**config.mk**
```make
export PLATFORM = sky130hd
export DESIGN_NAME = clfc_fault_ctrl
export DESIGN_NICKNAME = d
export VERILOG_FILES = /design/src/hw/clfc_pkg.sv /design/src/hw/clfc_pin_sync.sv /design/src/hw/clfc_fault_ctrl.sv
export VERILOG_INCLUDE_DIRS = /design/src /design/src/hw
export SDC_FILE = /design/constraint.sdc
export NUM_CORES = 1
export LEC_CHECK = 0
export BUFFER_PORTS_ARGS = -buffer_cell sky130_fd_sc_hd__clkbuf_2
export CAP_MARGIN = 15
export CORE_MARGIN = 1
export CORE_UTILIZATION = 45
export DETAILED_ROUTE_END_ITERATION = 10
export PLACE_DENSITY = 0.7
export SLEW_MARGIN = 20
export SYNTH_ARGS = -nofsm -noshare
export SYNTH_HDL_FRONTEND = slang
export SYNTH_HIERARCHICAL = 1
export SYNTH_SLANG_ARGS = --single-unit
```
**constraint.sdc**
```tcl
create_clock -name core_clk_in -period 10.46 [get_ports core_clk_in]
set_input_delay 0.523 -clock core_clk_in [delete_from_list [all_inputs] [get_ports core_clk_in]]
set_output_delay 0.523 -clock core_clk_in [all_outputs]
set_load 0.1 [all_outputs]
```
**src/hw/clfc_cfg.svh**
```systemverilog
// named constants of the current limit fault controller
`ifndef CLFC_CFG_SVH
`define CLFC_CFG_SVH

// ****************************************
// clock and time figures
// ****************************************
`define CLFC_CLK_PERIOD_NS     10
`define CLFC_TSTART_DEFAULT_MS 100
`define CLFC_RETRY_MS          1000
`define CLFC_FT_OFF_US         580
`define CLFC_RAMP_US           360
`define CLFC_FT_RESP_NS        1500
`define CLFC_BLANK_US          1000
`define CLFC_DEB_US            100

// least times round up, longest times round down
`define CLFC_CYC_UP(ns) (((ns) + `CLFC_CLK_PERIOD_NS - 1) / `CLFC_CLK_PERIOD_NS)
`define CLFC_CYC_DN(ns) ((ns) / `CLFC_CLK_PERIOD_NS)

// ****************************************
// strap codes, widths, reset values
// ****************************************
`define CLFC_STRAP_OPEN  2'h0
`define CLFC_STRAP_GND   2'h1
`define CLFC_STRAP_RES   2'h2
`define CLFC_CNT_W       32
`define CLFC_SCALE_W     8
`define CLFC_SCALE_FULL  8'hff
`define CLFC_SCALE_ZERO  8'h00
`define CLFC_SCALE_STEPS 256
`define CLFC_CNT_ZERO    32'h0
`define CLFC_CNT_ONE     32'h1

`endif

```
**src/hw/clfc_pkg.sv**
```systemverilog
// types shared by the current limit fault controller
package clfc_pkg;

   // ****************************************
   // sequencer states and response modes
   // ****************************************
   typedef enum logic [3:0] {
      CLFC_ST_OFF      = 4'b0000,
      CLFC_ST_DEBOUNCE = 4'b0001,
      CLFC_ST_STARTUP  = 4'b0010,
      CLFC_ST_NORMAL   = 4'b0011,
      CLFC_ST_TRIP_OFF = 4'b0100,
      CLFC_ST_RAMP     = 4'b0101,
      CLFC_ST_RETRY    = 4'b0110,
      CLFC_ST_LATCHED  = 4'b0111,
      CLFC_ST_THERMAL  = 4'b1000
   } clfc_st_type;

   typedef enum logic [1:0] {
      CLFC_MODE_AUTORETRY  = 2'b00,
      CLFC_MODE_CONTINUOUS = 2'b01,
      CLFC_MODE_LATCHOFF   = 2'b10
   } clfc_mode_type;

   typedef struct packed {
      clfc_st_type   st;
      clfc_mode_type mode;
      logic [31:0]   cnt;
      logic [31:0]   blank;
      logic [31:0]   step;
      logic [7:0]    scale;
      logic          fault;
      logic          in_sw;
      logic          out_sw;
      logic          regulate;
      logic          flag_oe;
      logic          supply_window_fault_oe;
   } clfc_state_type;

   // strap decode: open autoretry, ground continuous, resistor latch-off
   function automatic clfc_mode_type clfc_decode_mode(input logic [1:0] s);
      if (s == 2'h1) begin
         return CLFC_MODE_CONTINUOUS;
      end else if (s == 2'h2) begin
         return CLFC_MODE_LATCHOFF;
      end else begin
         return CLFC_MODE_AUTORETRY;
      end
   endfunction

   // true on the last cycle of a count of lim cycles
   function automatic logic clfc_done(input logic [31:0] cnt,
                                      input logic [31:0] lim);
      return (cnt + 32'h1) >= lim;
   endfunction

endpackage

```
**src/hw/clfc_pin_sync.sv**
```systemverilog
// three-stage synchroniser with agreement filter for pin inputs
`timescale 1ns/10ps
module clfc_pin_sync
   import clfc_pkg::*;
#(
   parameter int W = 1
) (
   // clock and reset
   input  wire logic         core_clk_in,
   input  wire logic         rst_in,
   // pins and filtered levels
   input  wire logic [W-1:0] pin_in,
   output logic      [W-1:0] level_out
);

   typedef struct packed {
      logic [W-1:0] s1;
      logic [W-1:0] s2;
      logic [W-1:0] s3;
      logic [W-1:0] lvl;
   } clfc_sync_type;

   clfc_sync_type r_q;
   clfc_sync_type r_d;

   // s1 feeds only s2; a bit changes once s2 and s3 agree
   always_comb begin
      r_d     = r_q;
      r_d.s1  = pin_in;
      r_d.s2  = r_q.s1;
      r_d.s3  = r_q.s2;
      r_d.lvl = (~(r_q.s2 ^ r_q.s3) & r_q.s3) |
                ((r_q.s2 ^ r_q.s3) & r_q.lvl);
   end

   always_ff @(posedge core_clk_in or posedge rst_in) begin
      if (rst_in) begin
         r_q <= '0;
      end else begin
         r_q <= r_d;
      end
   end

   assign level_out = r_q.lvl;

endmodule

```
**src/hw/clfc_fault_ctrl.sv**
```systemverilog
// current limit fault response sequencer of a protected power switch
`timescale 1ns/10ps
`include "clfc_cfg.svh"
module clfc_fault_ctrl
   import clfc_pkg::*;
#(
   parameter int unsigned TSTART_DEF_CYC =
      `CLFC_CYC_UP(`CLFC_TSTART_DEFAULT_MS * 1000000),
   parameter int unsigned RETRY_CYC  = `CLFC_CYC_UP(`CLFC_RETRY_MS * 1000000),
   parameter int unsigned FT_OFF_CYC = `CLFC_CYC_UP(`CLFC_FT_OFF_US * 1000),
   parameter int unsigned RAMP_CYC   = `CLFC_CYC_DN(`CLFC_RAMP_US * 1000),
   parameter int unsigned BLANK_CYC  = `CLFC_CYC_UP(`CLFC_BLANK_US * 1000),
   parameter int unsigned DEB_CYC    = `CLFC_CYC_UP(`CLFC_DEB_US * 1000)
) (
   // clock and reset
   input  wire logic        core_clk_in,
   input  wire logic        rst_in,
   // pins from the system controller and board
   input  wire logic        enable_in,
   input  wire logic        supply_present_in,
   input  wire logic [1:0]  limit_response_select_in,
   // synchronous comparator outcomes
   input  wire logic        at_limit_in,
   input  wire logic        fast_trip_in,
   input  wire logic        output_at_target_in,
   input  wire logic        thermal_shutdown_in,
   input  wire logic        reverse_current_in,
   input  wire logic        limit_set_low_in,
   input  wire logic        supply_window_bad_in,
   input  wire logic        startup_cap_open_in,
   input  wire logic [31:0] startup_window_cycles_in,
   // switch drives
   output logic             input_switch_on_out,
   output logic             output_switch_on_out,
   output logic             limit_regulate_out,
   output logic [7:0]       limit_scale_out,
   // open-drain fault outputs, enable high pulls the pin low
   output logic             fault_flag_oe_out,
   output logic             supply_window_fault_oe_out
);

   // ****************************************
   // pin synchronisers
   // ****************************************
   localparam int unsigned RAMP_STEP_CYC =
      (RAMP_CYC / `CLFC_SCALE_STEPS) > 0 ? RAMP_CYC / `CLFC_SCALE_STEPS : 1;
   localparam int FT_RESP_CYC = `CLFC_CYC_DN(`CLFC_FT_RESP_NS);

   logic [3:0]     pins_s;
   logic           en_s;
   logic [1:0]     strap_s;
   clfc_state_type r_q;
   clfc_state_type r_d;
   logic [31:0]    win;
   logic           running;

   clfc_pin_sync #(.W(4)) u_sync (
      .core_clk_in (core_clk_in),
      .rst_in      (rst_in),
      .pin_in      ({limit_response_select_in, supply_present_in, enable_in}),
      .level_out   (pins_s)
   );

   // enable toggle or supply loss both restart the sequence
   assign en_s    = pins_s[0] & pins_s[1];
   assign strap_s = pins_s[3:2];
   assign win     = startup_cap_open_in ? 32'(TSTART_DEF_CYC)
                                        : startup_window_cycles_in;
   assign running = (r_q.st == CLFC_ST_STARTUP) || (r_q.st == CLFC_ST_NORMAL) ||
                    (r_q.st == CLFC_ST_RAMP);

   // ****************************************
   // sequencer
   // ****************************************
   always_comb begin
      r_d          = r_q;
      r_d.cnt      = r_q.cnt + `CLFC_CNT_ONE;
      r_d.regulate = r_q.out_sw & at_limit_in;
      r_d.scale    = `CLFC_SCALE_FULL;
      if (!en_s) begin
         r_d       = '0;
         r_d.st    = CLFC_ST_OFF;
         r_d.mode  = r_q.mode;
      end else if (thermal_shutdown_in && running) begin
         r_d.out_sw   = 1'b0;
         r_d.regulate = 1'b0;
         r_d.cnt      = `CLFC_CNT_ZERO;
         r_d.blank    = `CLFC_CNT_ZERO;
         r_d.st       = (r_q.mode == CLFC_MODE_LATCHOFF) ? CLFC_ST_LATCHED
                                                         : CLFC_ST_THERMAL;
         r_d.fault    = (r_q.mode == CLFC_MODE_LATCHOFF) | r_q.fault;
      end else if (fast_trip_in && running) begin
         r_d.out_sw   = 1'b0;
         r_d.regulate = 1'b0;
         r_d.cnt      = `CLFC_CNT_ZERO;
         r_d.st       = CLFC_ST_TRIP_OFF;
      end else begin
         case (r_q.st)
            CLFC_ST_OFF: begin
               r_d.cnt  = `CLFC_CNT_ZERO;
               r_d.mode = clfc_decode_mode(strap_s);
               r_d.st   = CLFC_ST_DEBOUNCE;
            end
            CLFC_ST_DEBOUNCE: begin
               if (clfc_done(r_q.cnt, 32'(DEB_CYC))) begin
                  r_d.cnt    = `CLFC_CNT_ZERO;
                  r_d.in_sw  = 1'b1;
                  r_d.out_sw = 1'b1;
                  r_d.st     = CLFC_ST_STARTUP;
               end
            end
            CLFC_ST_STARTUP: begin
               // charging at limit current, a short is just an overload
               if (output_at_target_in) begin
                  r_d.cnt   = `CLFC_CNT_ZERO;
                  r_d.fault = 1'b0;
                  r_d.st    = CLFC_ST_NORMAL;
               end else if (clfc_done(r_q.cnt, win)) begin
                  r_d.cnt   = `CLFC_CNT_ZERO;
                  r_d.fault = 1'b1;
                  case (r_q.mode)
                     CLFC_MODE_CONTINUOUS: begin
                        r_d.st = CLFC_ST_NORMAL;
                     end
                     CLFC_MODE_LATCHOFF: begin
                        r_d.out_sw   = 1'b0;
                        r_d.regulate = 1'b0;
                        r_d.st       = CLFC_ST_LATCHED;
                     end
                     default: begin
                        r_d.out_sw   = 1'b0;
                        r_d.regulate = 1'b0;
                        r_d.st       = CLFC_ST_RETRY;
                     end
                  endcase
               end
            end
            CLFC_ST_NORMAL, CLFC_ST_RAMP: begin
               if (r_q.st == CLFC_ST_RAMP) begin
                  r_d.scale = r_q.scale;
                  r_d.step  = r_q.step + `CLFC_CNT_ONE;
                  if (clfc_done(r_q.step, 32'(RAMP_STEP_CYC))) begin
                     r_d.step  = `CLFC_CNT_ZERO;
                     r_d.scale = (r_q.scale == `CLFC_SCALE_FULL) ?
                                 r_q.scale : r_q.scale + 8'h01;
                  end
                  if (clfc_done(r_q.cnt, 32'(RAMP_CYC))) begin
                     r_d.scale = `CLFC_SCALE_FULL;
                     r_d.st    = CLFC_ST_NORMAL;
                  end
               end
               if (output_at_target_in) begin
                  r_d.fault = 1'b0;
               end
               if (!at_limit_in) begin
                  r_d.blank = `CLFC_CNT_ZERO;
               end else if (clfc_done(r_q.blank, 32'(BLANK_CYC))) begin
                  r_d.blank = `CLFC_CNT_ZERO;
                  r_d.cnt   = `CLFC_CNT_ZERO;
                  r_d.fault = 1'b1;
                  if (r_q.mode == CLFC_MODE_LATCHOFF) begin
                     r_d.out_sw   = 1'b0;
                     r_d.regulate = 1'b0;
                     r_d.st       = CLFC_ST_LATCHED;
                  end else if (r_q.mode == CLFC_MODE_AUTORETRY) begin
                     r_d.out_sw   = 1'b0;
                     r_d.regulate = 1'b0;
                     r_d.st       = CLFC_ST_RETRY;
                  end
               end else begin
                  r_d.blank = r_q.blank + `CLFC_CNT_ONE;
               end
            end
            CLFC_ST_TRIP_OFF: begin
               if (clfc_done(r_q.cnt, 32'(FT_OFF_CYC))) begin
                  r_d.cnt    = `CLFC_CNT_ZERO;
                  r_d.step   = `CLFC_CNT_ZERO;
                  r_d.scale  = `CLFC_SCALE_ZERO;
                  r_d.out_sw = 1'b1;
                  r_d.st     = CLFC_ST_RAMP;
               end
            end
            CLFC_ST_RETRY: begin
               if (clfc_done(r_q.cnt, 32'(RETRY_CYC))) begin
                  r_d.cnt    = `CLFC_CNT_ZERO;
                  r_d.out_sw = 1'b1;
                  r_d.st     = CLFC_ST_STARTUP;
               end
            end
            CLFC_ST_THERMAL: begin
               r_d.cnt = `CLFC_CNT_ZERO;
               if (!thermal_shutdown_in) begin
                  r_d.out_sw = 1'b1;
                  r_d.st     = CLFC_ST_STARTUP;
               end
            end
            CLFC_ST_LATCHED: begin
               r_d.cnt = `CLFC_CNT_ZERO;
            end
            default: begin
               r_d.st = CLFC_ST_OFF;
            end
         endcase
      end
      r_d.flag_oe = en_s & (r_d.fault | thermal_shutdown_in |
                    reverse_current_in | limit_set_low_in);
      r_d.supply_window_fault_oe = en_s & ~supply_window_bad_in;
   end

   always_ff @(posedge core_clk_in or posedge rst_in) begin
      if (rst_in) begin
         r_q       <= '0;
         r_q.st    <= CLFC_ST_OFF;
         r_q.scale <= `CLFC_SCALE_FULL;
      end else begin
         r_q <= r_d;
      end
   end

   assign input_switch_on_out        = r_q.in_sw;
   assign output_switch_on_out       = r_q.out_sw;
   assign limit_regulate_out         = r_q.regulate;
   assign limit_scale_out            = r_q.scale;
   assign fault_flag_oe_out          = r_q.flag_oe;
   assign supply_window_fault_oe_out = r_q.supply_window_fault_oe;

   // ****************************************
   // checks
   // ****************************************
   enable_off_a: assert property (@(posedge core_clk_in) disable iff (rst_in)
      !en_s |=> !r_q.in_sw && !r_q.out_sw && r_q.cnt == 32'h0)
      else $error("switches not off while disabled");

   fast_trip_a: assert property (@(posedge core_clk_in) disable iff (rst_in)
      en_s && running && fast_trip_in |-> ##[1:FT_RESP_CYC]
      !r_q.out_sw && r_q.in_sw)
      else $error("fast trip did not open the output switch");

   trip_hold_a: assert property (@(posedge core_clk_in) disable iff (rst_in)
      r_q.st == CLFC_ST_RAMP && $past(r_q.st) == CLFC_ST_TRIP_OFF |->
      $past(r_q.cnt) == 32'(FT_OFF_CYC - 1) && r_q.out_sw && r_q.scale == 8'h00)
      else $error("trip off time wrong");

   latch_hold_a: assert property (@(posedge core_clk_in) disable iff (rst_in)
      r_q.st == CLFC_ST_LATCHED && en_s |=>
      r_q.st == CLFC_ST_LATCHED && !r_q.out_sw && r_q.flag_oe)
      else $error("latch released while enabled");

   blank_clear_a: assert property (@(posedge core_clk_in) disable iff (rst_in)
      en_s && r_q.st == CLFC_ST_NORMAL && !at_limit_in && !fast_trip_in &&
      !thermal_shutdown_in |=> r_q.blank == 32'h0)
      else $error("blanking timer not cleared");

   retry_off_a: assert property (@(posedge core_clk_in) disable iff (rst_in)
      r_q.st == CLFC_ST_RETRY |-> !r_q.out_sw && r_q.in_sw && r_q.fault)
      else $error("output switch on during retry delay");

   cont_on_a: assert property (@(posedge core_clk_in) disable iff (rst_in)
      en_s && r_q.st == CLFC_ST_NORMAL && r_q.mode == CLFC_MODE_CONTINUOUS &&
      at_limit_in && !fast_trip_in && !thermal_shutdown_in |=> r_q.out_sw)
      else $error("continuous mode stopped conducting");

   regulate_a: assert property (@(posedge core_clk_in) disable iff (rst_in)
      en_s && r_q.st == CLFC_ST_NORMAL && at_limit_in && !fast_trip_in &&
      !thermal_shutdown_in |=> limit_regulate_out == output_switch_on_out)
      else $error("regulation not applied at limit");

   flag_src_a: assert property (@(posedge core_clk_in) disable iff (rst_in)
      en_s && (reverse_current_in || limit_set_low_in) |=> fault_flag_oe_out)
      else $error("fault flag missing");

   resp_time_a: assert property (@(posedge core_clk_in) disable iff (rst_in)
      en_s && running && fast_trip_in |=> !output_switch_on_out)
      else $error("fast trip missed the one cycle response");

endmodule

```
==> impl_metrics.toml, run 1 <==
[grt]
grt_usage_pct = 22.10
grt_first_pass_wirelength_mm = 36.37
grt_pass1_vias = 7319
grt_overflow = 0
grt_max_degree = 80
antenna_found_initial = 0

[clock_network]
cts_tree = "done"
path_clk_slew_ps = 60
htree_num_levels = 4
cts_setup_buffers = 0
cts_made_buffers = 17
cts.sinks = 132
postCtsHoldBufs = 0
clock_path_buffers = 2
root_buffer = "clkbuf_16"
ctsResizeCount = 0
clk_latency_ps = 430

[setup_path]
critical_path.endpoint_type = "flop"
critPathArrivalTime_ps = 5140
crit_fanout = 10
crit_path_max_incr_delay_ps = 680
slowest_stage = "or4_1"
worstSetupStartpointType = "flop"
worst-setup-path-type = "reg2reg"
crit_required_ps = 10750
crit_start = "r_q[78]$_DFF_PP0_"
path_cells = "ha_1 > nand4_1 > or4_1 > xnor2_1 > ha_1 > a21oi_1 > nor2b_1 > o31a_1 > o21ai_0 > nand3_1 > a31oi_1 > nor3_1 > or4b_1 > o2111ai_1 > o21ai_0"
r2r-start = "r_q[78]$_DFF_PP0_"

[routing]
drt-initial-drc-count = 781
route.detailed.drc = 0
via_per_inst = 5.921
ant_nets = 0
dr.pass1.iters = 5
routed_wl_mm = 21.83
route.vias.total = 7999
post_drt_wl_per_cell_um = 16.16

[power_and_ir_drop]
power_mw = 1.297
powerDensity_nw_per_um2 = 128.6
p_leak_nw = 4.418
ir_drop_mv = 0.08584

[sta]
slew_viol_final = 0
setup_viol = 0
final-hold-violation-count = 0
setup_tns_ps = 0
rsz0062_at_grt = "false"
min_period_ps = 4843
tightest_slew_ps = 913.6
fin_skew_ps = 8.575
max_freq_mhz = 206.5
min_period_over_period_pct = 46.30
max_slew_margin_pct = 38.63

[outcome]
outcome = "finished clean"

[placed_design]
port_buffers = 58
place_hpwl_mm = 15.44
place_congestion = 0.8881

[worst_hold_path]
hp-class = "in2async"

[synth]
synth_top_area_share_pct = 34.12
synth_cell_types = 84
synth_area_um2 = 9095
syn_nets = 1142
synth_ff_type = "dfrtp_1"
synth.avg_cell_area_um2 = 8.613
yosys_warnings = 6
ys_seq_area_share_pct = 36.43
ys_seq_elements = 132
synth_top_area_cell = "dfrtp_1"
synth_edf_count = 0
ys_async_sr_fraction_pct = 100.0
synth_area_leaders = "dfrtp_1, ha_1, nor2_1, o21ai_0, nand2_1"
netlist_instances = 1056

[final_layout]
nFillCells = 1882
antenna_cells = 0
drive_gt1_share_pct = 11.88
fin_nets = 1159
layout_common_cells = "dfrtp_1, nor2_1, nand2_1, o21ai_0, clkbuf_2"
seqCellArea_um2 = 3313
layout.cells.most_common = "dfrtp_1"
syn_to_final_growth_pct = 10.88
multi_input_area_um2 = 5328

[floorplan]
core-area_um2 = 19650
pin_count = 59
initial_core_util_pct = 46.28
die_w_um = 144.2
dieHeight_um = 144.2
fp-row-count = 51
floorplan.die_area_um2 = 20780

[run]
maxCapViolations = 0
==> synth_stat cells, drive strengths merged (30+ instances only) <==
master	n
nand2	78
ha	40
and3	42
buf	30
o21ai	70
dfrtp	124
inv	37
nor2	96
clkbuf	36
nand3	58
nor2b	30
nand4	39
==> critical path: cells and delay by family, from the launching register on <==
family	cells	cell delay, ps
DFF	1	480
adders and majority gates	2	680
xor gates and xnor gates	1	430
AOI/OAI and AO/OA	6	1360
and+or+nand+nor	6	1780
==> registers in the layout, summed over array words and instances (netlist names), named ones only <==
register and flops:
fault_flag_oe_out 1, u_sync/r_q 4, output_switch_on_out 1, supply_window_fault_oe_out 1, limit_scale_out 8, input_switch_on_out 1, r_q 103, limit_regulate_out 1
u_sync/r_d 8
==> kinds of logic after synthesis <==
group,Yosys count,synth area share [%]
XOR/XNOR,39,3.756
AO/OA/AOI/OAI,249,18.93
buffers and inverters,103,5.076
multiplexers,11,1.293
AND/OR/NAND/NOR,477,28.41
flip-flops,132,36.43
adder cells (fa/ha/maj),45,6.108
==> layout make-up <==
type	count	area share [%]
Clock inverter	15	2.047
Inverter	37	1.402
Sequential cell	132	32.85
Timing Repair Buffer	64	3.362
Multi-Input combinational cell	821	52.83
Clock buffer	17	4.218
Tap cell	265	3.288
==> final timing paths <==
check	endpoint	slack, ps	depth (start not counted)
max	r_q[5]$_DFF_PP0_	5620	15
min	r_q[46]$_DFFE_PP0P_	140	2
max reg2reg	r_q[5]$_DFF_PP0_	5620	15
min reg2reg	u_sync/r_d[5]$_DFF_PP0_	350	0
max in group asynchronous	output_switch_on_out$_DFFE_PP0P_	9210	3
min in group core_clk_in	u_sync/r_d[9]$_DFF_PP0_	200	1
==> where the power goes <==
group	switching [mW]	leakage [nW]	internal, mW
clock network	0.237	0.292	0.400
logic	0.0886	2.35	0.0336
registers	0.0131	1.77	0.525
==> stage by stage <==
step	cell area (µm²)	worst slack [ps]	instances	util [%]	hold slack, ps
floorplan	9095	6376	1056	-	331.2
global placement	9449	5795	1319	48.08	332.6
detailed placement	9449	5650	1319	48.08	337.3
CTS	10080	5640	1351	51.29	146.5
global route	10080	5209	1351	51.31	196.3
finish	10080	5617	1351	51.31	142.0
==> layer usage <==
layer / global-route usage, % / routed length, µm / up-vias
li1: - / - / 3963
met1: 32.22 / 10890 / 3768
met2: 33.28 / 9601 / 246
met3: 3.576 / 1028 / 22
met4: 7.036 / 310 / 0
met5: 0 / 0 / -
(Power assumes the default switching activity.)
==> run 2: changes to the inputs <==
--- a/config.mk
+++ b/config.mk
@@ -11,7 +11,7 @@
 export CORE_MARGIN = 1
 export CORE_UTILIZATION = 45
 export DETAILED_ROUTE_END_ITERATION = 10
-export PLACE_DENSITY = 0.7
+export PLACE_DENSITY = 0.73
 export SLEW_MARGIN = 20
 export SYNTH_ARGS = -nofsm -noshare
 export SYNTH_HDL_FRONTEND = slang
==> constraint.sdc (replaced) <==
create_clock -name core_clk_in -period 4.23 [get_ports core_clk_in]
set_input_delay 0.2115 -clock core_clk_in [delete_from_list [all_inputs] [get_ports core_clk_in]]
set_output_delay 0.2115 -clock core_clk_in [all_outputs]
set_load 0.1 [all_outputs]
==> impl_metrics.toml, run 2 (synthesized netlist as in run 1, its figures left out) <==
[outcome]
outcome = "finished clean"

[grt]
grt_max_degree = 43
grt_overflow = 0
grt_first_pass_wirelength_mm = 36.56
antenna_found_initial = 0
grt_pass1_vias = 7374
grt_usage_pct = 22.17

[floorplan]
dieHeight_um = 144.2
die_w_um = 144.2
fp-row-count = 51
floorplan.die_area_um2 = 20780
initial_core_util_pct = 46.28
core-area_um2 = 19650
pin_count = 59

[final_layout]
antenna_cells = 0
drive_gt1_share_pct = 16.21
nFillCells = 1801
largest_reg_flops = 103
fin_nets = 1202
final_cells = 1394
layout.cells.most_common = "dfrtp_1"
layout_common_cells = "dfrtp_1, nor2_1, nand2_1, o21ai_0, clkbuf_2"
largest_register = "r_q"
syn_to_final_growth_pct = 14.97

[placed_design]
place_congestion = 0.8744
place_hpwl_mm = 15.68
pre_cts_ws_ps = 15.10
place_inst = 1351
port_buffers = 58

[setup_path]
crit_required_ps = 4530
worstSetupStartpointType = "flop"
path_cells = "ha_2 > nand4_1 > or4_4 > or3_4 > nand2_1 > ha_1 > and4_1 > a221o_1 > a21oi_1 > o21ai_1 > a31oi_2 > buf_4 > nor3_1 > or4b_1 > o2111ai_2 > o21ai_0"
slowest_stage = "or4_4"
crit_path_max_incr_delay_ps = 550
critPathBufInv = 1
worst-setup-path-type = "reg2reg"
critPathTopFamily = "simple AND/OR/NAND/NOR gates"
critPathArrivalTime_ps = 4410
crit_fanout = 6
critical_path.endpoint_type = "flop"

[sta]
final-hold-violation-count = 0
setup_viol = 0
whs_ps = 44.30
max_freq_mhz = 243.4
min_period_ps = 4108
fin_skew_ps = 7.458
slew_viol_final = 0
min_period_over_period_pct = 97.12
tightest_slew_ps = 640.2
fin_ws_ps = 121.8
max_slew_margin_pct = 57.17
rsz0062_at_grt = "true"

[clock_network]
cts.sinks = 132
clk_latency_ps = 430
cts_tree = "done"
htree_num_levels = 4
cts_made_buffers = 17
clock_path_buffers = 2
path_clk_slew_ps = 60
root_buffer = "clkbuf_16"

[routing]
top_layer = "met4"
via_per_inst = 5.946
post_drt_wl_per_cell_um = 15.74
ant_nets = 0
wl_met1_mm = 10.76
met2_length_mm = 9.644
dr.pass1.iters = 6
drt-initial-drc-count = 684
wl_met3_mm = 1.185
route.detailed.drc = 0
route.vias.total = 8289
routed_wl_mm = 21.94

[power_and_ir_drop]
p_leak_nw = 4.619
powerDensity_nw_per_um2 = 301.7
power_mw = 3.155
ir_drop_mv = 0.2167

[worst_hold_path]
hp-class = "in2reg"

[run]
maxCapViolations = 0
[run 2: metrics by stage]
| stage | TNS, ps | util [%] | cell area, µm² |
|---|---|---|---|
| after floorplan | 0 | - | 9095 |
| after global placement | 0 | 49.30 | 9689 |
| after detailed placement | 0 | 49.30 | 9689 |
| after CTS | 0 | 52.70 | 10360 |
| after global routing | -575.2 | 53.20 | 10460 |
| final | 0 | 53.20 | 10460 |
[run 2: final timing paths]
path / from / endpoint / slack (ps) / cells after the start
min in group asynchronous: rst_in / r_q[46]$_DFFE_PP0P_ / 350 / 3
worst max register to register: r_q[78]$_DFF_PP0_ / r_q[5]$_DFF_PP0_ / 120 / 16
worst max-delay path: r_q[78]$_DFF_PP0_ / r_q[5]$_DFF_PP0_ / 120 / 16
worst min-delay path: at_limit_in / limit_regulate_out$_DFF_PP0_ / 40 / 3
max in group asynchronous: rst_in / r_q[89]$_DFF_PP0_ / 2950 / 4
worst min register to register: u_sync/r_d[8]$_DFF_PP0_ / u_sync/r_d[4]$_DFF_PP0_ / 350 / 0
[run 2: power by group]
group / switching (mW) / leakage [nW] / internal, mW
combinational: 0.219 / 2.57 / 0.0883
clock: 0.591 / 0.282 / 0.928
sequential: 0.0317 / 1.76 / 1.30
[run 2: final cells by class]
| type | count | area [µm²] | area share, % |
|---|---|---|---|
| flip-flops and latches | 132 | 3322 | 31.77 |
| multi-input cells | 821 | 5381 | 51.47 |
| well taps | 265 | 331.6 | 3.171 |
| clock inverters | 15 | 181.4 | 1.735 |
| clock buffers | 17 | 425.4 | 4.068 |
| inverters | 37 | 141.4 | 1.352 |
| repair buffers | 107 | 673.1 | 6.438 |
[run 2: routing by layer]
layer	global-route usage, %	vias up
met1	32.42	3919
met2	32.85	285
li1	-	4050
met3	4.503	35
met4	6.316	0
met5	0	-
[run 2: repair_timing]
item / CTS / global route
setup endpoints to repair: 2 / 38
pin swaps: 0 / 2
buffers inserted: 0 / 5
hold endpoints to repair: 55 / 0
gates resized for setup: 1 / 21
hold buffers: 6 / 0
[run 2: worst register-to-register path: stages (launching register included)]
cell and delay [ps]:
dfrtp_2 410, ha_2 190, nand4_1 120, or4_4 550, or3_4 400, nand2_1 80
ha_1 220, and4_1 210, a221o_1 350, a21oi_1 130, o21ai_1 90, a31oi_2 220
buf_4 180, nor3_1 40, or4b_1 540, o2111ai_2 120, o21ai_0 120
==> run 3: changes to the inputs <==
==> constraint.sdc (replaced) <==
create_clock -name core_clk_in -period 3.7 [get_ports core_clk_in]
set_input_delay 0.185 -clock core_clk_in [delete_from_list [all_inputs] [get_ports core_clk_in]]
set_output_delay 0.185 -clock core_clk_in [all_outputs]
set_load 0.1 [all_outputs]
==> impl_metrics.toml, run 3 (synthesized netlist as in run 1, its figures left out) <==
[routing]
dr.pass1.iters = 8
drt-initial-drc-count = 629
via_per_inst = 5.930
routed_wl_mm = 23.46
post_drt_wl_per_cell_um = 16.17
ant_nets = 0
route.vias.total = 8604
route.detailed.drc = 0

[setup_path]
worst-setup-path-type = "reg2reg"
critPathArrivalTime_ps = 4260
path_cells = "nand3_2 > buf_4 > nor4_2 > buf_4 > a31oi_2 > nor2_2 > inv_1 > ha_1 > a21o_1 > a21o_1 > a21oi_1 > o211a_1 > o21ai_1 > a31oi_1 > buf_4 > nand2_2 > a311o_1 > mux2_4"
r2r_slack_ps = -260
cpMostUsedCell = "buf_4"
worstSetupStartpointType = "flop"
crit_path_max_incr_delay_ps = 430
slowest_stage = "a311o_1"
crit_start = "r_q[82]$_DFF_PP0_"
crit_fanout = 12
r2r-end = "r_q[112]$_DFFE_PP0P_"
critical_path.endpoint = "r_q[112]$_DFFE_PP0P_"
r2r_cells = 18
r2r-start = "r_q[82]$_DFF_PP0_"
critical_path.endpoint_type = "flop"
crit_required_ps = 4000

[worst_hold_path]
hp-class = "in2reg"

[placed_design]
pre_cts_ws_ps = -230.1
place_congestion = 0.9094
postPlaceCellArea_um2 = 10050
port_buffers = 58
place_hpwl_mm = 16.31

[sta]
min_period_ps = 3960
slew_viol_final = 0
whs_ps = 75.29
min_period_over_period_pct = 107.0
final-hold-violation-count = 0
max_slew_margin_pct = 50.00
fin_skew_ps = 10.02
setup_tns_ps = -2129
rsz0062_at_grt = "true"
tightest_slew_ps = 749.6
setup_viol = 36
fin_ws_ps = -260.1
max_freq_mhz = 252.5

[final_layout]
final_core_util_pct = 56.37
fin_nets = 1259
drive_gt1_share_pct = 21.50
syn_to_final_growth_pct = 21.80
layout_common_cells = "dfrtp_1, buf_4, nor2_1, nand2_1, o21ai_0"
largest_reg_flops = 103
largest_register = "r_q"
antenna_cells = 0
fin_area_um2 = 11080
layout.cells.most_common = "dfrtp_1"

[outcome]
outcome = "finished with violations"
violations = "setup timing"

[clock_network]
cts_made_buffers = 17
cts.sinks = 132
cts_tree = "done"
root_buffer = "clkbuf_16"
clock_path_buffers = 2
path_clk_slew_ps = 70
clk_latency_ps = 430
htree_num_levels = 4

[run]
maxCapViolations = 0

[grt]
grt_pass1_vias = 7826
antenna_found_initial = 0
grt_usage_pct = 22.56
grt_first_pass_wirelength_mm = 37.51
grt_overflow = 0
grt_max_degree = 55

[power_and_ir_drop]
powerDensity_nw_per_um2 = 322.9
combPwrFrac_pct = 10.7
p_sw_share_pct = 28.49
intPower_mw = 2.558
p_sw_mw = 1.019
clkPwrFrac_pct = 46.8
pwr-share-seq_pct = 42.4
p_leak_nw = 4.993
ir_drop_mv = 0.2261

[floorplan]
die_w_um = 144.2
initial_core_util_pct = 46.28
pin_count = 59
fp-row-count = 51
floorplan.die_area_um2 = 20780
dieHeight_um = 144.2
core-area_um2 = 19650
-- run 3: power by group through the flow --
stage                     clock network, mW  logic (mW)  registers (mW)
after floorplan                           0       0.264            1.55
after global placement                    0       0.353            1.54
after detailed placement                  0       0.358            1.54
after CTS                              1.70       0.367            1.52
after global routing                   1.77       0.425            1.52
final                                  1.68       0.384            1.52
-- run 3: worst max-delay path, delay by kind of cell (launching register included) --
family / cells / cell delay [ps]
compound gates: 8 / 1500
buf+inv: 4 / 640
simple gates: 4 / 610
flops: 1 / 420
mux: 1 / 330
fa+ha+maj: 1 / 310
-- run 3: what timing repair did --
action	CTS	global route
hold endpoints to repair	67	0
pin swaps	7	7
endpoints found under the setup margin	38	55
buffers inserted	6	10
cloned	0	3
hold buffers	6	0
gates resized for setup	18	24
-- run 3: worst min-delay path by stage --
| stage | slack (ps) | end | startpoint | cells after the start |
|---|---|---|---|---|
| after CTS | 50 | fault_flag_oe_out$_DFF_PP0_ | limit_set_low_in | 3 |
| after global routing | 70 | fault_flag_oe_out$_DFF_PP0_ | reverse_current_in | 3 |
| after global placement | 280 | u_sync/r_d[6]$_DFF_PP0_ | rst_in | 2 |
| final | 80 | fault_flag_oe_out$_DFF_PP0_ | limit_set_low_in | 3 |
| after detailed placement | 290 | u_sync/r_q[6]$_DFF_PP0_ | rst_in | 2 |
| after floorplan | 100 | async pin | rst_in | 1 |
-- run 3: cell type report --
cell class	instances	area, µm²
Fill cell	1728	8576
Multi-Input combinational cell	821	5528
Sequential cell	132	3313
Timing Repair Buffer	164	1176
Clock buffer	17	425.4
Tap cell	265	331.6
Clock inverter	15	162.7
Inverter	37	141.4
-- run 3: per-stage QoR --
stage	power (mW)	cells
after CTS	3.586	1439
after global routing	3.718	1451
after detailed placement	1.902	1395
final	3.577	1451
after global placement	1.894	1395
after floorplan	1.814	1056
-- run 3: metal layers --
layer  track usage, %  part of all wire [%]  wire length, µm
met3            4.305                   5.4             1261
met1            31.12                    46            10840
met5                0                     0                0
met2            36.03                    46            10890
met4            6.205                   2.0              475
